$ cat config.mk
export PLATFORM = sky130hd
export DESIGN_NAME = encoder_status_readback
export DESIGN_NICKNAME = d
export VERILOG_FILES = /design/src/enc_status_pkg.sv /design/src/encoder_status_readback.sv /design/src/two_flop_sync.sv
export SDC_FILE = /design/constraint.sdc
export NUM_CORES = 1
export LEC_CHECK = 0
export BUFFER_PORTS_ARGS = -buffer_cell sky130_fd_sc_hd__buf_2
export CORE_ASPECT_RATIO = 0.75
export CORE_MARGIN = 1
export CORE_UTILIZATION = 56
export CTS_CLUSTER_DIAMETER = 80
export CTS_CLUSTER_SIZE = 24
export DETAILED_ROUTE_END_ITERATION = 10
export GPL_TIMING_DRIVEN = 0
export MAX_ROUTING_LAYER = met4
export PLACE_DENSITY = 0.79
export SLEW_MARGIN = 20
export SYNTH_ARGS = -nofsm -noshare
export SYNTH_HDL_FRONTEND = slang
export SYNTH_SLANG_ARGS = --single-unit
$ cat constraint.sdc
create_clock -name clk -period 2.59 [get_ports clk]
set_input_delay 0.259 -clock clk [delete_from_list [all_inputs] [get_ports clk]]
set_output_delay 0.259 -clock clk [all_outputs]
set_load 0.01 [all_outputs]
$ cat src/enc_status_pkg.sv
package enc_status_pkg;

  // Two-wire bus
  localparam logic [7:0] READ_ADDR = 8'h89;
  localparam logic [7:0] STATUS_SUBADDR = 8'h00;

  // Caption data subaddresses
  localparam logic [7:0] CC_ODD_FIRST = 8'h67;
  localparam logic [7:0] CC_ODD_SECOND = 8'h68;
  localparam logic [7:0] CC_EVEN_FIRST = 8'h69;
  localparam logic [7:0] CC_EVEN_SECOND = 8'h6A;

  // Status byte field positions
  localparam int VER_MSB = 7;
  localparam int VER_LSB = 5;
  localparam int ODD_DONE_BIT = 4;
  localparam int EVEN_DONE_BIT = 3;
  localparam int UNUSED_BIT = 2;
  localparam int FIRST_FIELD_BIT = 1;
  localparam int EVEN_FIELD_BIT = 0;

  // Reset values
  localparam logic CAPTION_DONE_RESET = 1'b1;
  localparam logic [3:0] FIELD_CNT_RESET = 4'h0;

  // Colour field sequence lengths
  localparam logic [3:0] SEQ_LEN_NTSC = 4'h4;
  localparam logic [3:0] SEQ_LEN_PAL = 4'h8;
  localparam logic [3:0] SEQ_LEN_SECAM = 4'hC;

  typedef enum logic [1:0] {
    STD_NTSC,
    STD_PAL,
    STD_SECAM
  } video_std_type;

endpackage

$ cat src/encoder_status_readback.sv
// Overview of operation
// Answer two-wire reads at slave address 89h with the status byte.
// Bits 7..5 carry the three-bit programming-model version code.
// Bit 4 sets when odd-field caption bytes have been encoded.
// Bit 4 clears after new odd caption data written to 67h and 68h.
// Bit 3 sets when even-field caption bytes have been encoded.
// Bit 3 clears after new even caption data written to 69h and 6Ah.
// Bit 2 is unused and always reads zero.
// Bit 1 is one only in first field of 4/8/12 field sequence.
// Bit 0 is one during an even field, zero during odd.
// Field flags update at field boundaries, sampled coherently at the start of each byte read.
// Both caption done flags read one after reset.
`timescale 1ns/1ps
module encoder_status_readback #(
  // Arbitrary value
  parameter logic [2:0] VERSION_CODE = 3'h5
) (
  // Clock and reset
  input wire logic clk,
  input wire logic sys_rst,
  // Two-wire bus pins
  input wire logic sclIn,
  input wire logic sdaIn,
  output logic sdaOut,
  output logic sdaOe,
  // Encoder events
  input wire logic oddCaptionEncoded,
  input wire logic evenCaptionEncoded,
  input wire logic fieldStart,
  input wire enc_status_pkg::video_std_type videoStd,
  // Control register writes
  input wire logic ctrlWriteStrobe,
  input wire logic [7:0] ctrlWriteAddr,
  // Observation
  output logic [7:0] statusView
);
  import enc_status_pkg::*;

  typedef enum logic [2:0] {
    ST_IDLE,
    ST_ADDR,
    ST_ADDR_CHK,
    ST_ACK_OUT,
    ST_TX,
    ST_GET_ACK,
    ST_SKIP
  } bus_state_type;

  typedef struct packed {
    bus_state_type state;
    logic [2:0] bitCnt;
    logic [7:0] shift;
    logic sdaOe;
    logic sdaOut;
    logic sclPrev;
    logic sdaPrev;
    logic [3:0] fieldCnt;
    logic oddDone;
    logic evenDone;
    logic oddFirstSeen;
    logic oddSecondSeen;
    logic evenFirstSeen;
    logic evenSecondSeen;
    logic [7:0] statusView;
  } state_type;

  state_type state_reg;
  state_type state_next;
  logic [1:0] pinSync;
  logic sclS;
  logic sdaS;

  two_flop_sync #(.WIDTH(2)) u_pin_sync (
    .clk(clk),
    .sys_rst(sys_rst),
    .asyncIn({sclIn, sdaIn}),
    .syncOut(pinSync)
  );

  assign sclS = pinSync[1];
  assign sdaS = pinSync[0];

  function automatic logic [3:0] seqLen(input video_std_type s);
    if (s == STD_PAL) begin
      seqLen = SEQ_LEN_PAL;
    end else if (s == STD_SECAM) begin
      seqLen = SEQ_LEN_SECAM;
    end else begin
      seqLen = SEQ_LEN_NTSC;
    end
  endfunction

  function automatic logic [7:0] buildStatus(input state_type s);
    logic [7:0] b;
    b = 8'h00;
    // version code
    b[VER_MSB:VER_LSB] = VERSION_CODE;
    b[ODD_DONE_BIT] = s.oddDone;
    b[EVEN_DONE_BIT] = s.evenDone;
    // unused reads zero
    b[UNUSED_BIT] = 1'b0;
    // first field flag
    b[FIRST_FIELD_BIT] = (s.fieldCnt == FIELD_CNT_RESET);
    // even field parity
    b[EVEN_FIELD_BIT] = s.fieldCnt[0];
    buildStatus = b;
  endfunction

  logic sclRise;
  logic sclFall;
  logic startCond;
  logic stopCond;

  assign sclRise = sclS & ~state_reg.sclPrev;
  assign sclFall = ~sclS & state_reg.sclPrev;
  assign startCond = sclS & state_reg.sclPrev & state_reg.sdaPrev & ~sdaS;
  assign stopCond = sclS & state_reg.sclPrev & ~state_reg.sdaPrev & sdaS;

  always_comb begin
    state_next = state_reg;
    state_next.sclPrev = sclS;
    state_next.sdaPrev = sdaS;
    state_next.sdaOut = 1'b0;

    // field counter update
    if (fieldStart) begin
      if (state_reg.fieldCnt >= seqLen(videoStd) - 4'h1) begin
        state_next.fieldCnt = FIELD_CNT_RESET;
      end else begin
        state_next.fieldCnt = state_reg.fieldCnt + 4'h1;
      end
    end

    // Both bytes of a pair must land before the flag drops
    if (ctrlWriteStrobe) begin
      if (ctrlWriteAddr == CC_ODD_FIRST) begin
        state_next.oddFirstSeen = 1'b1;
      end else if (ctrlWriteAddr == CC_ODD_SECOND) begin
        state_next.oddSecondSeen = 1'b1;
      end else if (ctrlWriteAddr == CC_EVEN_FIRST) begin
        state_next.evenFirstSeen = 1'b1;
      end else if (ctrlWriteAddr == CC_EVEN_SECOND) begin
        state_next.evenSecondSeen = 1'b1;
      end
    end
    // odd clear on pair
    if (state_next.oddFirstSeen && state_next.oddSecondSeen) begin
      state_next.oddFirstSeen = 1'b0;
      state_next.oddSecondSeen = 1'b0;
      state_next.oddDone = 1'b0;
    end
    // even clear on pair
    if (state_next.evenFirstSeen && state_next.evenSecondSeen) begin
      state_next.evenFirstSeen = 1'b0;
      state_next.evenSecondSeen = 1'b0;
      state_next.evenDone = 1'b0;
    end
    // odd set wins over clear
    if (oddCaptionEncoded) begin
      state_next.oddDone = 1'b1;
    end
    // even set wins over clear
    if (evenCaptionEncoded) begin
      state_next.evenDone = 1'b1;
    end

    state_next.statusView = buildStatus(state_reg);

    // slave transmitter sequencing
    if (startCond) begin
      state_next.state = ST_ADDR;
      state_next.bitCnt = 3'h0;
      state_next.sdaOe = 1'b0;
    end else if (stopCond) begin
      state_next.state = ST_IDLE;
      state_next.sdaOe = 1'b0;
    end else begin
      case (state_reg.state)
        ST_ADDR: begin
          if (sclRise) begin
            state_next.shift = {state_reg.shift[6:0], sdaS};
            state_next.bitCnt = state_reg.bitCnt + 3'h1;
            if (state_reg.bitCnt == 3'h7) begin
              state_next.state = ST_ADDR_CHK;
            end
          end
        end
        ST_ADDR_CHK: begin
          if (sclFall) begin
            // match read address
            if (state_reg.shift == READ_ADDR) begin
              state_next.sdaOe = 1'b1;
              state_next.state = ST_ACK_OUT;
            end else begin
              state_next.state = ST_SKIP;
            end
          end
        end
        ST_ACK_OUT: begin
          if (sclFall) begin
            // coherent snapshot at byte start
            state_next.shift = buildStatus(state_reg);
            state_next.sdaOe = ~state_next.shift[7];
            state_next.bitCnt = 3'h0;
            state_next.state = ST_TX;
          end
        end
        ST_TX: begin
          if (sclFall) begin
            if (state_reg.bitCnt == 3'h7) begin
              state_next.sdaOe = 1'b0;
              state_next.state = ST_GET_ACK;
            end else begin
              state_next.shift = {state_reg.shift[6:0], 1'b0};
              state_next.sdaOe = ~state_reg.shift[6];
              state_next.bitCnt = state_reg.bitCnt + 3'h1;
            end
          end
        end
        ST_GET_ACK: begin
          // Master ack asks for the byte again, nack ends the read
          if (sclRise) begin
            state_next.state = sdaS ? ST_SKIP : ST_ACK_OUT;
          end
        end
        default: begin
          state_next.sdaOe = 1'b0;
        end
      endcase
    end
  end

  always_ff @(posedge clk) begin
    if (sys_rst) begin
      state_reg.state <= ST_IDLE;
      state_reg.bitCnt <= 3'h0;
      state_reg.shift <= 8'h00;
      state_reg.sdaOe <= 1'b0;
      state_reg.sdaOut <= 1'b0;
      state_reg.sclPrev <= 1'b1;
      state_reg.sdaPrev <= 1'b1;
      state_reg.fieldCnt <= FIELD_CNT_RESET;
      // caption flags reset high
      state_reg.oddDone <= CAPTION_DONE_RESET;
      state_reg.evenDone <= CAPTION_DONE_RESET;
      state_reg.oddFirstSeen <= 1'b0;
      state_reg.oddSecondSeen <= 1'b0;
      state_reg.evenFirstSeen <= 1'b0;
      state_reg.evenSecondSeen <= 1'b0;
      state_reg.statusView <= 8'h00;
    end else begin
      state_reg <= state_next;
    end
  end

  assign sdaOut = state_reg.sdaOut;
  assign sdaOe = state_reg.sdaOe;
  assign statusView = state_reg.statusView;

endmodule

$ cat src/two_flop_sync.sv
`timescale 1ns/1ps
module two_flop_sync #(
  parameter int WIDTH = 2
) (
  // Clock and reset
  input wire logic clk,
  input wire logic sys_rst,
  // Data
  input wire logic [WIDTH-1:0] asyncIn,
  output logic [WIDTH-1:0] syncOut
);

  logic [WIDTH-1:0] stage1_reg;

  // Idle bus level is high, so both stages reset to one
  genvar i;
  generate
    for (i = 0; i < WIDTH; i++) begin : g_bit
      always_ff @(posedge clk) begin
        if (sys_rst) begin
          stage1_reg[i] <= 1'b1;
          syncOut[i] <= 1'b1;
        end else begin
          stage1_reg[i] <= asyncIn[i];
          syncOut[i] <= stage1_reg[i];
        end
      end
    end
  endgenerate

endmodule

; Yosys cells after proc, flatten, opt, wreduce, memory -nomap -nowiden
; Index checks and enable logic that the tools add are counted.
[classes]
addsub = 3
n_lt_le_gt_ge = 1
eq_ne = 29
mux = 32
bitwise_logic = 15
n_reduce_logical = 18
[op_table]
columns = cell, count
row1 = one-hot mux 11 bit (3 select lines), 1
row2 = equality test 8 x 7 -> 1 bit (second input constant), 4
row3 = two-way mux 15 bit, 2
row4 = inequality test 4 bit (second input constant), 7
row5 = two-way mux 4 bit, 6
row6 = two-way mux 11 bit, 2
row7 = two-way mux 3 bit, 7
row8 = inequality test 2 bit (second input constant), 9
row9 = AND reduction 8 bit, 2
row10 = one-hot mux 3 bit (5 select lines), 1
row11 = two-way mux 14 bit, 1
row12 = OR reduction 2 bit, 6
row13 = equality test 3 bit (second input constant), 3
row14 = two-way mux 1 bit, 9
row15 = equality test 8 bit (second input constant), 1
row16 = two-way mux 8 bit, 1
row17 = NOT 1 bit, 8
row18 = bitwise AND 1 bit, 7
row19 = AND reduction 7 bit, 1
row20 = nonzero test 7 bit, 1
row21 = equality test 3 x 2 -> 1 bit (second input constant), 2
row22 = AND reduction 6 bit, 1
row23 = AND reduction 5 bit, 1
row24 = nonzero test 5 bit, 1
row25 = 13 further kinds, 14
[totals]
register_bits = 40
input_bits = 18

; Depth between registers and ports, before layout
[logic_depth]
word_depth = 8
depth_mapped = 7

; Cells and area by module
; Synthesis repeated with hierarchy kept, for this count alone.
[unflattened]
hier_cells = 194
hier_area_um2 = 1741.7
[by_module_without_submodules]
columns = mod, n_inst, cells_per_inst, area_each_um2
row1 = encoder_status_readback, 1, 186, 1636.6
row2 = two_flop_sync, 1, 8, 105.1

; Worst setup path after synthesis
; No wires, ideal clock.
[synth_timing]
path_type = register -> register
start = register state_reg[30] (netlist name)
end = register state_reg[24] (netlist name)
setup_ns = 0.069
arrival_time_ns = 1.730
required_ns = 2.521
setup_slack_ns = 0.791
stages_incl_launch_ff = 8
period_less_slack_ns = 1.799
path_cell_list = dfxtp_1 > ha_1 > ha_1 > or4_1 > o21ai_2 > buf_6 > nand4_1 > o21ai_1
[synth_via]
elab_chain_len = 3
[synth_rtl]
columns = element, line
row1 = start: declaration, encoder_status_readback.sv:67  ; state_type state_reg;
row2 = start signal: assignment, encoder_status_readback.sv:252  ; state_reg <= state_next;
row3 = equality test 3 bit, encoder_status_readback.sv:210  ; if (state_reg.bitCnt == 3'h7) begin
row4 = inequality test 2 bit (no source line), n/a
row5 = AND reduction 7 bit (no source line), n/a
; No other way between the ends.
; A chain may end at the register's enable or synchronous reset.

; Worst setup path in the final report
; Same ends and word-level chain as after synthesis.

==> impl_metrics.ini <==
[clock_network]
cts_hold_buf = 0
clkSlewWorstSetupHoldPaths_ns = 0.06
clockRootBuffer = clkbuf_8
clock_sinks = 36
post_cts_buffers = 0
cts_max_path_buffers = 2
cts_tree = done
cts_made_buffers = 5
postCtsResizedCells = 0
cts_max_level = 2
clk_latency_ns = 0.28

[layout]
synthToLayoutAreaGrowth_pct = 13.11
finalNonFillerCells = 285
n_fill_cell = 251
largest_register_ffs = 23
finalNetCount = 273
diodes = 0
drive_above_1_share = 0.2065

[global_routing]
grt_first_pass_wirelength_um = 6582
track_usage = 0.2639
antenna_found_initial = 0
grt_pass1_vias = 1440
grt_start_max_net_pins = 11
overflow = 0

[sta]
setup_tns_ns = 0
finalCritPeriodShare = 0.7629
relSlewSlack = 0.5887
fin_worst_skew_ns = 0.007042
fmax_mhz = 506.1
post-route-min-period_ns = 1.976
rsz0062_at_grt = no
maxSlewViolCount = 0
setup_violations = 0
finalHoldViolCount = 0
max_slew.worst_pin.slew_ns = 0.6113

[yosys]
yosys-top-cells-count = 36 x dfxtp_1, 20 x nand2_1, 17 x nor2_1
netlist.area_leader.share = 0.3953
ys_async_sr_fraction = 0
synth_flop_cell = dfxtp_1
syn_inst = 217
ys_seq_area_frac = 0.3953
yosysMostFrequentCell = dfxtp_1
syn_area_um2 = 1823
synth_cell_types = 51
synth_edf_count = 0
syn_avg_cell_area_um2 = 8.401
netlist_top_cells_area = dfxtp_1 40%, ha_1 4.1%, nand2_1 4.1%, a21oi_1 3.8%, buf_4 3.7%
synth-seq-cells = 36
synth_top_area_cell = dfxtp_1
ys.warnings.count = 0

[route]
drt_iter0_markers = 172
drc = 0
vias = 1616
vias_per_cell = 5.670
wirelength_um = 3717
ant_nets = 0
drt_pass1_iterations = 4
routedWlPerCell_um = 13.04

[setup_path]
endpoint_kind = flip-flop
crit_type = reg -> reg
crit_required_ns = 2.81
critical_path_arrival_ns = 2.20
start_kind = flip-flop
crit_fanout = 10

[floorplanning]
core_um2 = 3020
die_h_um = 51.41
io_pins = 28
die_area_um2 = 3490
rows = 17
start_util = 0.6036
dieWidth_um = 67.88

[power]
p_leak_nw = 0.8238
power_mw = 1.025
ir_worst_vdd_mv = 0.3773
p_per_area_nw_per_um2 = 496.9

[outcome]
outcome = finished, final reports clean

[job]
maxCapViolCount = 0

[worst_hold_path]
hold_class = in -> reg

[place]
dp_cells = 280
gp_congestion = 0.9246
portBuffers = 23
hpwl_um = 2619
==> worst paths after layout <==
path | start | to | slack [ns] | cells after the start
max | state_reg[30] | state_reg[24] | 0.61 | 7
min | oddCaptionEncoded | state_next[4] | 0.16 | 3
max reg2reg | state_reg[30] | state_reg[24] | 0.61 | 7
min reg2reg | u_pin_sync.stage1_reg[0] | u_pin_sync.syncOut[0] | 0.41 | 1
==> placed cells by master (no fill, tap or decap), drive strengths merged, types with 2 or more instances in the layout <==
master   count
o31ai        2
o21ai       13
or2          5
nor2b        5
conb         3
nor4         2
nand3        8
inv         12
nand4        2
nor3b        5
buf         35
nor3         3
and2         2
or4          2
a21o         2
nand3b       2
nor2        17
a21oi       14
a211oi       4
a32oi        2
nand2b       5
ha           6
a311oi       2
clkbuf      14
dfxtp       36
mux2i        3
a41oi        2
nand2       20
nand4b       2
o2111ai      2
==> power breakdown <==
group          switching (mW)  internal [mW]
Combinational          0.0535         0.0461
Sequential            0.00700          0.567
Clock                   0.178          0.173
Total                   0.238          0.786
==> routing by layer <==
| layer | global-route usage | share of wire |
|---|---|---|
| met1 | 0.3557 | 0.47 |
| met2 | 0.3680 | 0.42 |
| met3 | 0.07589 | 0.095 |
| met4 | 0.1042 | 0.015 |
| met5 | - | 0 |
==> kinds of logic (layout without fill, tap and decap cells) <==
logic type,count (synthesis),in the layout,synth area share
other cells,1,3,0.002057
fa+ha+maj,6,6,0.04118
mux,3,3,0.01647
flops,36,36,0.3953
buf+inv,33,61,0.09196
simple gates,83,83,0.2478
xor+xnor,1,1,0.004805
compound gates,54,54,0.2004
==> final cells by class <==
class / count / area [um2] / share of cell area
multi-input cells: 150 / 942.2 / 0.4569
inverters: 12 / 45.04 / 0.02184
well taps: 38 / 47.55 / 0.02306
repair buffers: 23 / 115.1 / 0.05582
plain buffers: 21 / 122.6 / 0.05947
clock buffers: 5 / 68.82 / 0.03337
flip-flops and latches: 36 / 720.7 / 0.3495
==> stage by stage <==
step	hold WS, ns	worst slack (ns)	area [um2]	util
after detailed placement	0.3994	0.6226	1993	0.6599
after global placement	0.3904	0.6295	1993	0.6599
after CTS	0.1477	0.6005	2062	0.6827
final	0.1562	0.6142	2062	0.6827
after global routing	0.1503	0.4418	2062	0.6827
after floorplan	0.3450	0.7915	1831	-
==> critical path: stages (launching register included) <==
cell	delay, ns
dfxtp_1	0.32
ha_1	0.20
ha_1	0.23
or4_1	0.53
o21ai_2	0.24
buf_6	0.22
nand4_1	0.09
o21ai_1	0.09
Power figures use the tool's default switching activity.
